--- src/core/pss_pkg.sv ---
// constants, register map and state encoding of the power sequencer supervisor
package pss_pkg;
   // register byte offsets
   localparam logic [7:0] OFS_CTRL  = 8'h00;
   localparam logic [7:0] OFS_MON   = 8'h04;
   localparam logic [7:0] OFS_POR   = 8'h08;
   localparam logic [7:0] OFS_STAT  = 8'h0c;
   localparam logic [7:0] OFS_FAULT = 8'h10;
   localparam logic [7:0] OFS_WARN  = 8'h14;
   localparam logic [7:0] OFS_WMASK = 8'h18;
   // control and monitor field positions
   localparam int CTRL_SWDIS  = 0;
   localparam int CTRL_TGT    = 1;
   localparam int CTRL_FHI    = 3;
   localparam int CTRL_FSEL   = 4;
   localparam int CTRL_CLAMP  = 7;
   localparam int CTRL_HIB    = 8;
   localparam int CTRL_PBEN   = 9;
   localparam int CTRL_WAKE   = 10;
   localparam int CTRL_TFMASK = 13;
   localparam int MON_THR     = 4;
   // reset values
   localparam logic [13:0] CTRL_RST  = 14'h0000;
   localparam logic [5:0]  MON_RST   = 6'h00;
   localparam logic [15:0] POR_RST   = 16'h1388;
   localparam logic [1:0]  WMASK_RST = 2'h3;
   // target voltage and frequency mode codes
   localparam logic [1:0] TGT_15V    = 2'h0;
   localparam logic [1:0] TGT_9V     = 2'h1;
   localparam logic [1:0] TGT_12V    = 2'h2;
   localparam logic [1:0] FM_SAFE    = 2'h0;
   localparam logic [1:0] FM_DEFAULT = 2'h1;
   localparam logic [1:0] FM_CONFIG  = 2'h2;
   // timing
   localparam int          CLK_HZ        = 50_000_000;
   localparam int          MS_CYCLES     = CLK_HZ / 1000;
   localparam logic [12:0] START_TIME_MS = 13'h0006;
   localparam logic [12:0] WAKE_BASE_MS  = 13'h007d;
   // synchronised input bit positions
   localparam int SY_UVLO = 0;
   localparam int SY_S4V  = 1;
   localparam int SY_PG   = 2;
   localparam int SY_CSHI = 6;
   localparam int SY_TFLT = 7;
   localparam int SY_TWRN = 8;
   localparam int SY_MLOW = 9;
   localparam int SY_BTN  = 10;
   localparam int SY_W    = 11;

   typedef enum logic [2:0] {
      ST_SAFE    = 3'b000,
      ST_DEFAULT = 3'b001,
      ST_REG_SYS = 3'b010,
      ST_REG_IO  = 3'b011,
      ST_REG_MS  = 3'b100,
      ST_POR     = 3'b101,
      ST_RUN     = 3'b110,
      ST_HIB     = 3'b111
   } pss_state_t;
endpackage : pss_pkg

--- src/core/pss_power_sequencer.sv ---
// power sequencer and supervisor with apb register slave
//
// Behaviour
// - switching target defaults to 15 V at start-up, 9 V or 12 V selectable later
// - high- or low-side sense mode decided from the sense pin and latched at start-up
// - safe start-up at 9.5 kHz until main supply clears its 4.3 V lockout
// - default 45 kHz for at least 6 ms before linear regulators are enabled
// - frequency setting offers high range 181-500 kHz and low range 45-125 kHz
// - above 4 V system supply, io, mixed-signal and core regulators start in turn
// - microcontroller leaves reset only with all four rails good and interval elapsed
// - hibernate entered by firmware request or push button, all supplies shut down
// - hibernate ends on wake timer, 125 ms to 8 s or never, or push button
// - leaving hibernate reruns start-up and resets the microcontroller
// - only persistent fault status survives hibernate, other state is lost
// - any rail below power good flags a fault and holds microcontroller reset
// - unmasked 170 C temperature fault resets the microcontroller
// - fault status bits survive the reset they cause
// - eight-way monitor select toward the converter pre-multiplexer
// - main supply low at 77 percent raises a maskable interrupt
// - 140 C temperature warning raises a maskable interrupt
// - four-level threshold reference select: 0.1, 0.2, 0.5, 1.25 V
`timescale 1ns/10ps
`default_nettype none
module pss_power_sequencer #(
   parameter int MS_CYC = pss_pkg::MS_CYCLES
) (
   // clock, reset, enable
   input  wire logic        pclk,
   input  wire logic        presetn,
   input  wire logic        ce,
   // apb slave
   input  wire logic        psel,
   input  wire logic        penable,
   input  wire logic        pwrite,
   input  wire logic [7:0]  paddr,
   input  wire logic [31:0] pwdata,
   output logic      [31:0] prdata,
   output logic             pready,
   output logic             pslverr,
   // analog comparators and pins
   input  wire logic        main_supply_ok,
   input  wire logic        system_supply_above_4v,
   input  wire logic [3:0]  rail_good,
   input  wire logic        current_sense_pin_high,
   input  wire logic        temp_fault,
   input  wire logic        temp_warn,
   input  wire logic        main_supply_low,
   input  wire logic        push_button_input,
   // switching supply control
   output logic             sw_enable,
   output logic      [1:0]  sw_freq_mode,
   output logic             sw_freq_hi,
   output logic      [2:0]  sw_freq_sel,
   output logic      [1:0]  sw_target,
   output logic             sw_clamp_en,
   output logic             hs_sense_mode,
   // regulators and reset
   output logic             sys_reg_en,
   output logic             io_reg_en,
   output logic             ms_reg_en,
   output logic             core_reg_en,
   output logic             mcu_reset_n,
   // monitor, reference, warning
   output logic      [2:0]  monitor_sel,
   output logic      [1:0]  threshold_sel,
   output logic             warn_irq
);
   import pss_pkg::*;

   logic [SY_W-1:0] sy1_q, sy_q;
   logic            pb_prev_q;
   pss_state_t      state_q, state_d;
   logic [15:0]     tick_q, tick_d;
   logic [12:0]     ms_q, ms_d;
   logic [15:0]     por_q, por_d;
   logic            hs_q, hs_d;
   logic [1:0]      fault_set;
   logic [13:0]     ctrl_q, ctrl_d;
   logic [5:0]      mon_q, mon_d;
   logic [15:0]     porcfg_q, porcfg_d;
   logic [1:0]      fault_q, fault_d, warn_q, warn_d, wmask_q, wmask_d;
   logic [31:0]     prdata_q, prdata_d;
   logic            pready_q, pready_d, pslverr_q, pslverr_d;
   logic [10:0]     out_q, out_d;
   logic            irq_q, irq_d;
   logic            wr, ms_tick, pb_rise, all_good, wake_hit;
   logic [12:0]     wake_lim;

   // analog comparator outputs are asynchronous to pclk
   always_ff @(posedge pclk or negedge presetn) begin
      if (!presetn) begin
         sy1_q     <= '0;
         sy_q      <= '0;
         pb_prev_q <= 1'b0;
      end else if (ce) begin
         sy1_q     <= {push_button_input, main_supply_low, temp_warn, temp_fault,
                       current_sense_pin_high, rail_good, system_supply_above_4v,
                       main_supply_ok};
         sy_q      <= sy1_q;
         pb_prev_q <= sy_q[SY_BTN];
      end
   end

   assign wr       = psel & penable & pready_q & pwrite;
   assign pb_rise  = sy_q[SY_BTN] & ~pb_prev_q;
   assign all_good = &sy_q[SY_PG +: 4];
   assign ms_tick  = (tick_q == 16'(MS_CYC - 1));
   // wake limit doubles per step: 125 ms at code 1 up to 8 s at code 7, 0 never wakes
   assign wake_lim = WAKE_BASE_MS << (ctrl_q[CTRL_WAKE +: 3] - 3'h1);
   assign wake_hit = (ctrl_q[CTRL_WAKE +: 3] != 3'h0) && (ms_q >= wake_lim);

   // sequencer
   always_comb begin
      state_d   = state_q;
      tick_d    = ms_tick ? 16'h0000 : tick_q + 16'h0001;
      ms_d      = (ms_tick && ms_q != 13'h1fff) ? ms_q + 13'h0001 : ms_q;
      por_d     = por_q;
      hs_d      = hs_q;
      fault_set = 2'b00;
      case (state_q)
         ST_SAFE: begin
            ms_d   = 13'h0000;
            tick_d = 16'h0000;
            if (sy_q[SY_UVLO]) begin
               hs_d    = sy_q[SY_CSHI];
               state_d = ST_DEFAULT;
            end
         end
         ST_DEFAULT: begin
            if (ms_q >= START_TIME_MS) state_d = ST_REG_SYS;
         end
         ST_REG_SYS: begin
            if (sy_q[SY_S4V]) state_d = ST_REG_IO;
         end
         ST_REG_IO: begin
            if (sy_q[SY_PG + 1]) state_d = ST_REG_MS;
         end
         ST_REG_MS: begin
            por_d = 16'h0000;
            if (sy_q[SY_PG + 2]) state_d = ST_POR;
         end
         ST_POR: begin
            if (!all_good) por_d = 16'h0000;
            else if (por_q >= porcfg_q) state_d = ST_RUN;
            else por_d = por_q + 16'h0001;
         end
         ST_RUN: begin
            por_d = 16'h0000;
            if (!all_good) begin
               fault_set[0] = 1'b1;
               state_d      = ST_POR;
            end else if (sy_q[SY_TFLT] && !ctrl_q[CTRL_TFMASK]) begin
               fault_set[1] = 1'b1;
               state_d      = ST_POR;
            end else if ((wr && paddr == OFS_CTRL && pwdata[CTRL_HIB]) ||
                         (ctrl_q[CTRL_PBEN] && pb_rise)) begin
               state_d = ST_HIB;
               ms_d    = 13'h0000;
               tick_d  = 16'h0000;
            end
         end
         ST_HIB: begin
            if (wake_hit || (ctrl_q[CTRL_PBEN] && pb_rise))
               state_d = ST_SAFE;
         end
         default: state_d = ST_SAFE;
      endcase
      // out: sw_en, fm[2], sys, io, ms, core, rst_n, spare[3]
      out_d[10]  = (state_d != ST_HIB) && !ctrl_q[CTRL_SWDIS];
      out_d[9:8] = (state_d == ST_SAFE) ? FM_SAFE :
                   (state_d == ST_RUN)  ? FM_CONFIG : FM_DEFAULT;
      out_d[7]   = (state_d >= ST_REG_SYS) && (state_d != ST_HIB);
      out_d[6]   = (state_d >= ST_REG_IO) && (state_d != ST_HIB);
      out_d[5]   = (state_d >= ST_REG_MS) && (state_d != ST_HIB);
      out_d[4]   = (state_d >= ST_POR) && (state_d != ST_HIB);
      out_d[3]   = (state_d == ST_RUN);
      out_d[2:0] = 3'h0;
   end

   always_ff @(posedge pclk or negedge presetn) begin
      if (!presetn) begin
         state_q <= ST_SAFE;
         tick_q  <= 16'h0000;
         ms_q    <= 13'h0000;
         por_q   <= 16'h0000;
         hs_q    <= 1'b0;
         out_q   <= 11'h000;
      end else if (ce) begin
         state_q <= state_d;
         tick_q  <= tick_d;
         ms_q    <= ms_d;
         por_q   <= por_d;
         hs_q    <= hs_d;
         out_q   <= out_d;
      end
   end

   // register file
   always_comb begin
      ctrl_d    = ctrl_q;
      mon_d     = mon_q;
      porcfg_d  = porcfg_q;
      wmask_d   = wmask_q;
      pready_d  = 1'b0;
      prdata_d  = prdata_q;
      pslverr_d = 1'b0;
      ctrl_d[CTRL_HIB] = 1'b0;
      // set wins over a same-cycle write-one-to-clear
      fault_d = fault_q & ~((wr && paddr == OFS_FAULT) ? pwdata[1:0] : 2'b00);
      fault_d = fault_d | fault_set;
      warn_d  = warn_q & ~((wr && paddr == OFS_WARN) ? pwdata[1:0] : 2'b00);
      warn_d  = warn_d | {sy_q[SY_TWRN], sy_q[SY_MLOW]};
      if (wr) begin
         case (paddr)
            OFS_CTRL:  ctrl_d   = pwdata[13:0];
            OFS_MON:   mon_d    = pwdata[5:0];
            OFS_POR:   porcfg_d = pwdata[15:0];
            OFS_WMASK: wmask_d  = pwdata[1:0];
            default:   ;
         endcase
         ctrl_d[CTRL_HIB] = 1'b0;
      end
      if (psel && !penable) begin
         pready_d = 1'b1;
         case (paddr)
            OFS_CTRL:  prdata_d = {18'h00000, ctrl_q};
            OFS_MON:   prdata_d = {26'h0000000, mon_q};
            OFS_POR:   prdata_d = {16'h0000, porcfg_q};
            OFS_STAT:  prdata_d = {17'h00000, sy_q, hs_q, state_q};
            OFS_FAULT: prdata_d = {30'h00000000, fault_q};
            OFS_WARN:  prdata_d = {30'h00000000, warn_q};
            OFS_WMASK: prdata_d = {30'h00000000, wmask_q};
            default: begin
               prdata_d  = 32'h00000000;
               pslverr_d = 1'b1;
            end
         endcase
      end
      // all but the fault record is lost across hibernate
      if (state_q == ST_HIB && state_d != ST_HIB) begin
         ctrl_d   = CTRL_RST;
         mon_d    = MON_RST;
         porcfg_d = POR_RST;
         wmask_d  = WMASK_RST;
         warn_d   = 2'b00;
      end
      irq_d = |(warn_d & ~wmask_d);
   end

   always_ff @(posedge pclk or negedge presetn) begin
      if (!presetn) begin
         ctrl_q    <= CTRL_RST;
         mon_q     <= MON_RST;
         porcfg_q  <= POR_RST;
         fault_q   <= 2'b00;
         warn_q    <= 2'b00;
         wmask_q   <= WMASK_RST;
         prdata_q  <= 32'h00000000;
         pready_q  <= 1'b0;
         pslverr_q <= 1'b0;
         irq_q     <= 1'b0;
      end else if (ce) begin
         ctrl_q    <= ctrl_d;
         mon_q     <= mon_d;
         porcfg_q  <= porcfg_d;
         fault_q   <= fault_d;
         warn_q    <= warn_d;
         wmask_q   <= wmask_d;
         prdata_q  <= prdata_d;
         pready_q  <= pready_d;
         pslverr_q <= pslverr_d;
         irq_q     <= irq_d;
      end
   end

   assign prdata        = prdata_q;
   assign pready        = pready_q;
   assign pslverr       = pslverr_q;
   assign sw_enable     = out_q[10];
   assign sw_freq_mode  = out_q[9:8];
   assign sys_reg_en    = out_q[7];
   assign io_reg_en     = out_q[6];
   assign ms_reg_en     = out_q[5];
   assign core_reg_en   = out_q[4];
   assign mcu_reset_n   = out_q[3];
   assign sw_freq_hi    = ctrl_q[CTRL_FHI];
   assign sw_freq_sel   = ctrl_q[CTRL_FSEL +: 3];
   assign sw_target     = ctrl_q[CTRL_TGT +: 2];
   assign sw_clamp_en   = ctrl_q[CTRL_CLAMP];
   assign hs_sense_mode = hs_q;
   assign monitor_sel   = mon_q[2:0];
   assign threshold_sel = mon_q[MON_THR +: 2];
   assign warn_irq      = irq_q;
endmodule : pss_power_sequencer
`default_nettype wire

--- config.mk ---
export PLATFORM = sky130hd
export DESIGN_NAME = pss_power_sequencer
export DESIGN_NICKNAME = d
export VERILOG_FILES = /design/src/core/pss_pkg.sv /design/src/core/pss_power_sequencer.sv
export SDC_FILE = /design/constraint.sdc
export NUM_CORES = 1
export LEC_CHECK = 0
export BUFFER_PORTS_ARGS = -buffer_cell sky130_fd_sc_hd__buf_2
export CAP_MARGIN = 25
export CORE_UTILIZATION = 50
export DETAILED_ROUTE_END_ITERATION = 10
export PLACE_DENSITY = 0.7
export SLEW_MARGIN = 20
export SYNTH_ARGS = -nofsm -noshare
export SYNTH_HDL_FRONTEND = slang
export SYNTH_SLANG_ARGS = --single-unit
export TNS_END_PERCENT = 50
--- constraint.sdc ---
create_clock -name pclk -period 4.7 [get_ports pclk]
set_clock_uncertainty 0.05 [all_clocks]
set_input_delay 0.94 -clock pclk [delete_from_list [all_inputs] [get_ports pclk]]
set_output_delay 0.94 -clock pclk [all_outputs]
set_load 0.1 [all_outputs]
==> qor.tcl, run 1 <==
set qor(grt_remaining_overflow) 0
set qor(postRouteAntennaNets) 0
set qor(post_synth_edffs) 0
set qor(synth_warn) 0
set qor(numCtsBuffers) 17
set qor(clkTransAtPathRegs_ns) 0.06
set qor(min_path_type) {reg -> reg}
set qor(most_frequent_cell_after_synthesis) {sky130_fd_sc_hd__dfrtp_1}
set qor(cp_max_fo) 12
set qor(regToRegStartpoint) {ctrl_q[10]}
set qor(drv.max_cap_violation_count) 0
set qor(grt_pass1_vias) 6255
set qor(antenna_cells_inserted) 0
set qor(grt_pass1_wl_mm) 32.8
set qor(setup.worst_path.start_class) {register}
set qor(timing.hold.ws_ns) 0.424
set qor(power_leakage_nw) 4.20
set qor(post-cts-setup-buffer-count) 0
set qor(gpl.final_weighted_congestion) 0.884
set qor(routed_wirelength_mm) 19.8
set qor(num_io_pins) 113
set qor(postCtsResizedCells) 0
set qor(timing.rr.end) {ctrl_q[7]}
set qor(route.detailed.drc) 0
set qor(wl_per_cell_um) 18.1
set qor(worstPathArrival_ns) 4.56
set qor(register_bit_total_from_synthesis) 139
set qor(synth_common_cells) {sky130_fd_sc_hd__dfrtp_1 (132), sky130_fd_sc_hd__nand2_1 (89), sky130_fd_sc_hd__o21ai_0 (70)}
set qor(final.period_utilization) 0.915
set qor(worstSetupPathType) {reg -> reg}
set qor(first_pass_iters) 5
set qor(synthCells) 803
set qor(synth_seq_area_share) 0.441
set qor(cts_tree) {built}
set qor(power_density_nw_per_um2) 412
set qor(die_y_um) 128
set qor(slack_of_the_critical_path_ns) 0.399
set qor(report.final.slew_viol_count) 0
set qor(port_buffers) 80
set qor(outcome) {finished, final reports clean}
set qor(cts-root-buf) {sky130_fd_sc_hd__clkbuf_16}
set qor(synth_area_per_cell_um2) 9.85
set qor(pre_cts_ws_ns) 0.477
set qor(antenna_found_initial) 1
set qor(worst_setup_path_endpoint) {ctrl_q[7]}
set qor(layout_cells_sized_above_1) 0.208
set qor(h-tree-depth) 4
set qor(period_minus_slack_ns) 4.30
set qor(finalNetCount) 963
set qor(max-clock-path-buffers) 2
set qor(setup_total_negative_slack_ns) 0
set qor(flow.area_growth_from_synthesis_pct) 13.7
set qor(crit_path_end_kind) {register}
set qor(row_count) 45
set qor(timing.reg2reg.worst_path_depth) 13
set qor(slew_at_the_pin_closest_to_its_max_slew_limit_ns) 0.925
set qor(cts_hold_buffers) 0
set qor(dominantRegCellSynth) {sky130_fd_sc_hd__dfrtp_1}
set qor(reg2reg_setup_slack_ns) 0.40
set qor(required_ns) 4.96
set qor(achievable-frequency_mhz) 232
set qor(final.fill_count) 1339
set qor(post_drt_via_cell_ratio) 5.89
set qor(worst_slew_margin_relative_to_its_limit) 0.384
set qor(die_x_um) 128
set qor(vdd.ir_drop.worst_mv) 0.278
set qor(synth_top_cell_area_share) 0.417
set qor(share_of_flip_flops_with_an_asynchronous_set_or_reset_after_synthesis) 1.00
set qor(yosys.cell_types.count) 78
set qor(power_mw) 3.71
set qor(dpl.hpwl_mm) 13.9
set qor(grt_usage) 0.260
set qor(cts_num_sinks) 139
set qor(finalSetupViolations) 0
set qor(report.final.hold_viol_count) 0
set qor(synth_top_area_cells) {sky130_fd_sc_hd__dfrtp_1 (42%), sky130_fd_sc_hd__ha_1 (6.2%), sky130_fd_sc_hd__o21ai_0 (4.4%)}
set qor(floorplan.core_area_um2) 15300
set qor(synth_area_leader) {sky130_fd_sc_hd__dfrtp_1}
set qor(drt_iter0_drc) 513
set qor(maximum_number_of_pins_on_one_net_before_global_route_repair) 94
set qor(vias_post_dr) 6429
set qor(cp-startpoint) {ctrl_q[10]}
set qor(final_util) 0.588
set qor(netlist_area_um2) 7910
set qor(initial_core_util) 0.517
set qor(clkLatencyLatePin_ns) 0.43
set qor(fp.dieArea_um2) 16300
through the flow:
stage / area [um^2] / std cells
2_1_floorplan: 7970 / 818
3_3_place_gp: 8340 / 1059
3_5_place_dp: 8340 / 1059
4_1_cts: 9000 / 1091
5_1_grt: 9000 / 1091
6_report: 9000 / 1091
metal layers:
metal	GRT usage	vias to the layer above	wire length [um]
li1	-	3032	-
met1	0.345	3115	8800
met2	0.412	238	9190
met3	0.0605	42	1220
met4	0.107	2	570
met5	0	-	13
final cells by class:
type	instances	area, um^2	area share
inverters	37	139	0.0154
clock buffers	17	425	0.0473
repair buffers	92	497	0.0552
flip-flops and latches	139	3490	0.387
multi-input cells	580	3950	0.439
well taps	211	264	0.0293
clock inverters	15	235	0.0261
flip-flops by register name, summed over array words and instances, names as in the netlist:
name           cells
prdata            16
pb_prev_q          1
pready             1
sy1_q             11
fault_q            2
wmask_q            2
warn_q             2
warn_irq           1
mon_q              6
ms_q              13
por_q             16
sy_q              11
tick_q            16
hs_sense_mode      1
out_q              7
pslverr            1
state_q            3
porcfg_q          16
ctrl_q            13
kinds of logic (layout without fill, tap and decap cells):
group / count (synthesis) / count (layout) / share of synthesized area
and+or+nand+nor: 254 / 254 / 0.164
AOI/OAI and AO/OA: 222 / 222 / 0.194
DFF: 139 / 139 / 0.441
buffers and inverters: 99 / 161 / 0.0674
muxes: 40 / 40 / 0.0612
adders and majority gates: 39 / 39 / 0.0617
xor gates and xnor gates: 9 / 9 / 0.00996
other: 1 / 16 / 0.000474
report_power, final:
| group | leakage, nW | switching, mW | internal [mW] |
|---|---|---|---|
| Clock | 0.326 | 0.550 | 0.954 |
| Combinational | 2.07 | 0.564 | 0.209 |
| Sequential | 1.80 | 0.132 | 1.30 |
| Total | 4.20 | 1.25 | 2.46 |
worst max-delay path, stage by stage, from the launching register on:
cell                       delay [ns]
sky130_fd_sc_hd__dfrtp_1         0.49
sky130_fd_sc_hd__inv_1           0.15
sky130_fd_sc_hd__ha_1            0.17
sky130_fd_sc_hd__inv_1           0.05
sky130_fd_sc_hd__ha_1            0.49
sky130_fd_sc_hd__mux2_2          0.38
sky130_fd_sc_hd__ha_1            0.29
sky130_fd_sc_hd__nand3_1         0.10
sky130_fd_sc_hd__nor2_1          0.14
sky130_fd_sc_hd__o211ai_1        0.10
sky130_fd_sc_hd__a221oi_1        0.74
sky130_fd_sc_hd__o21ai_1         0.48
sky130_fd_sc_hd__buf_4           0.31
sky130_fd_sc_hd__a22o_1          0.24
how the worst min path moves through the flow:
| stage | slack, ns | from | end | cells past startpoint |
|---|---|---|---|---|
| after global placement | 0.41 | prdata[10] | prdata[10] | 2 |
| after CTS | 0.43 | prdata[13] | prdata[13] | 2 |
| after global routing | 0.45 | prdata[10] | prdata[10] | 2 |
| after detailed placement | 0.41 | prdata[13] | prdata[13] | 2 |
| after floorplan | 0.40 | sy1_q[3] | sy_q[3] | 2 |
| final | 0.42 | prdata[13] | prdata[13] | 2 |
cells in the final DEF (no fill, tap or decap), types with 5 or more instances in the layout:
cell	instances
sky130_fd_sc_hd__nand2_1	89
sky130_fd_sc_hd__a21oi_1	20
sky130_fd_sc_hd__dfrtp_1	132
sky130_fd_sc_hd__o21ai_0	69
sky130_fd_sc_hd__nand4_1	5
sky130_fd_sc_hd__a2bb2oi_1	5
sky130_fd_sc_hd__buf_4	12
sky130_fd_sc_hd__clkbuf_16	17
sky130_fd_sc_hd__bufinv_16	5
sky130_fd_sc_hd__conb_1	16
sky130_fd_sc_hd__o31ai_1	17
sky130_fd_sc_hd__nor3_1	11
sky130_fd_sc_hd__dfstp_2	7
sky130_fd_sc_hd__or3_1	6
sky130_fd_sc_hd__a22oi_1	10
sky130_fd_sc_hd__a21o_1	8
sky130_fd_sc_hd__nor2b_1	11
sky130_fd_sc_hd__nor2_1	36
sky130_fd_sc_hd__inv_1	36
sky130_fd_sc_hd__nand2b_1	15
sky130_fd_sc_hd__nand3_1	28
sky130_fd_sc_hd__buf_2	79
sky130_fd_sc_hd__ha_1	39
sky130_fd_sc_hd__and3_1	15
sky130_fd_sc_hd__nor4_1	6
sky130_fd_sc_hd__a22o_1	25
sky130_fd_sc_hd__xor2_1	5
sky130_fd_sc_hd__o2bb2ai_1	9
sky130_fd_sc_hd__mux2i_1	9
sky130_fd_sc_hd__and2_1	6
sky130_fd_sc_hd__a31oi_1	11
sky130_fd_sc_hd__mux2_2	27
(Power assumes the default switching activity.)
==> run 2, diff against run 1 <==
--- a/config.mk
+++ b/config.mk
@@ -9,6 +9,7 @@
 export CAP_MARGIN = 25
 export CORE_UTILIZATION = 50
 export DETAILED_ROUTE_END_ITERATION = 10
+export MAX_ROUTING_LAYER = met4
 export PLACE_DENSITY = 0.7
 export SLEW_MARGIN = 20
 export SYNTH_ARGS = -nofsm -noshare
==> run 2 against run 1 <==
Compared with the run above: worst setup slack better by 0.11 ns; sequential cell count unchanged; utilization down 0.26 points.
==> qor.tcl, run 2 (synthesis gave the netlist of run 1 again) <==
set qor(antenna_found_initial) 1
set qor(placed_cells_incl_taps) 1061
set qor(route.detailed.drc) 0
set qor(mostFrequentLayoutCells) {sky130_fd_sc_hd__dfrtp_1 (132), sky130_fd_sc_hd__nand2_1 (89), sky130_fd_sc_hd__buf_2 (79), sky130_fd_sc_hd__o21ai_0 (69), sky130_fd_sc_hd__ha_1 (39)}
set qor(postRouteAntennaNets) 0
set qor(first_pass_iters) 5
set qor(required_ns) 5.02
set qor(setup.worst_path.start_class) {register}
set qor(wl_per_cell_um) 18.0
set qor(finalSetupViolations) 0
set qor(slew_at_the_pin_closest_to_its_max_slew_limit_ns) 0.907
set qor(finalNetCount) 965
set qor(routed_wirelength_mm) 19.7
set qor(cts-root-buf) {sky130_fd_sc_hd__clkbuf_16}
set qor(worst_slew_margin_relative_to_its_limit) 0.395
set qor(dpl-instance-area_um2) 8350
set qor(drv.max_cap_violation_count) 0
set qor(critPathMostFrequentCell) {sky130_fd_sc_hd__ha_1}
set qor(area.sequential_um2) 3490
set qor(vdd.ir_drop.worst_mv) 0.297
set qor(numCtsBuffers) 17
set qor(row_count) 45
set qor(gpl.final_weighted_congestion) 0.933
set qor(netSwitchingPower_mw) 1.23
set qor(h-tree-depth) 4
set qor(initial_core_util) 0.517
set qor(vias_post_dr) 6487
set qor(clkLatencyLatePin_ns) 0.43
set qor(crit_path_max_incr_delay_ns) 0.49
set qor(critPathTopFamily) {compound AO/OA/AOI/OAI gates}
set qor(critical_path.cell_chain) {inv_1 > ha_1 > inv_1 > ha_1 > mux2_2 > ha_1 > a21o_1 > a2111oi_0 > a221oi_1 > o21a_1 > nor3_2 > buf_4 > a22o_1}
set qor(worstSetupPathType) {reg -> reg}
set qor(crit_path_top_delay_cell) {sky130_fd_sc_hd__ha_1}
set qor(cts_tree) {built}
set qor(postCtsResizedCells) 0
set qor(post-cts-setup-buffer-count) 0
set qor(cts_num_sinks) 139
set qor(period_minus_slack_ns) 4.19
set qor(multi_input_gate_area_um2) 3950
set qor(grt_pass1_vias) 6002
set qor(power_leakage_nw) 4.17
set qor(flow.area_growth_from_synthesis_pct) 13.2
set qor(crit_path_end_kind) {register}
set qor(report.final.slew_viol_count) 0
set qor(worstPathArrival_ns) 4.51
set qor(achievable-frequency_mhz) 239
set qor(layout.cells.most_common) {sky130_fd_sc_hd__dfrtp_1}
set qor(combPwrFrac) 0.215
set qor(clkTransAtPathRegs_ns) 0.06
set qor(cp_max_fo) 12
set qor(final.fill_count) 1337
set qor(grt_pass1_wl_mm) 32.1
set qor(post_drt_via_cell_ratio) 5.94
set qor(cts_hold_buffers) 0
set qor(power_density_nw_per_um2) 401
set qor(max-clock-path-buffers) 2
set qor(internal_power_mw) 2.36
set qor(min_path_type) {reg -> reg}
set qor(maximum_number_of_pins_on_one_net_before_global_route_repair) 98
set qor(grt_usage) 0.263
set qor(power_switching_share) 0.343
set qor(outcome) {finished, final reports clean}
set qor(drt_iter0_drc) 489
set qor(die_y_um) 128
set qor(num_io_pins) 113
set qor(report.final.hold_viol_count) 0
set qor(port_buffers) 80
set qor(grt_remaining_overflow) 0
set qor(floorplan.core_area_um2) 15300
set qor(die_x_um) 128
set qor(fp.dieArea_um2) 16300
set qor(setup_total_negative_slack_ns) 0
set qor(final.period_utilization) 0.891
set qor(layout.cells.non_filler) 1093
set qor(power.sequential.fraction) 0.399
set qor(dpl.hpwl_mm) 13.8
set qor(postLayoutCellArea_um2) 8960
set qor(rsz0062_at_grt) {no}
set qor(clockPowerShare) 0.386
set qor(layout_cells_sized_above_1) 0.207
set qor(timing.hold.ws_ns) 0.425
set qor(cp.buffers_inverters) 3
-- run 2: final cells by class --
class | count | share of cell area
clock buffer | 19 | 0.0494
timing repair buffer | 94 | 0.0571
tap | 211 | 0.0295
clock inverter | 12 | 0.0183
antenna | 1 | 0.000279
multi-input combinational | 580 | 0.441
inverter | 37 | 0.0155
sequential | 139 | 0.389
-- run 2: stage by stage --
stage | power, mW | utilization | setup WS (ns)
after floorplan | 2.03 | - | 1.04
after global placement | 2.21 | 0.545 | 0.567
after detailed placement | 2.22 | 0.545 | 0.568
after CTS | 3.61 | 0.585 | 0.529
after global routing | 3.74 | 0.585 | 0.219
final | 3.59 | 0.585 | 0.513
-- run 2: path summary, 6_finish.rpt --
check                           startpoint         end  slack (ns)  cells after the start
worst min-delay path            prdata[10]  prdata[10]        0.42                      2
worst max register to register  ctrl_q[11]   ctrl_q[4]        0.51                     13
worst max-delay path            ctrl_q[11]   ctrl_q[4]        0.51                     13
min in group asynchronous          presetn  prdata[12]        0.55                      1
max in group asynchronous          presetn  wmask_q[0]        3.10                      2
worst min register to register  prdata[10]  prdata[10]        0.42                      2
-- run 2: power groups by stage --
| stage | sequential [mW] | clock [mW] | combinational, mW |
|---|---|---|---|
| final | 1.43 | 1.39 | 0.774 |
| after global routing | 1.44 | 1.46 | 0.836 |
| after CTS | 1.43 | 1.40 | 0.777 |
| after detailed placement | 1.45 | 0 | 0.771 |
| after global placement | 1.45 | 0 | 0.763 |
| after floorplan | 1.61 | 0 | 0.420 |
-- run 2: metal layers --
layer	global-route usage	share of wire	vias to the layer above
met5	-	0	-
met4	0.0886	0.020	0
met2	0.403	0.47	229
li1	-	-	3033
met3	0.0530	0.061	29
met1	0.350	0.45	3196
-- run 2: tightest hold or removal path, cell delays in order, from the launching register on --
cell	delay [ns]
sky130_fd_sc_hd__dfrtp_1	0.33
sky130_fd_sc_hd__nand2_1	0.05
sky130_fd_sc_hd__o31ai_1	0.05
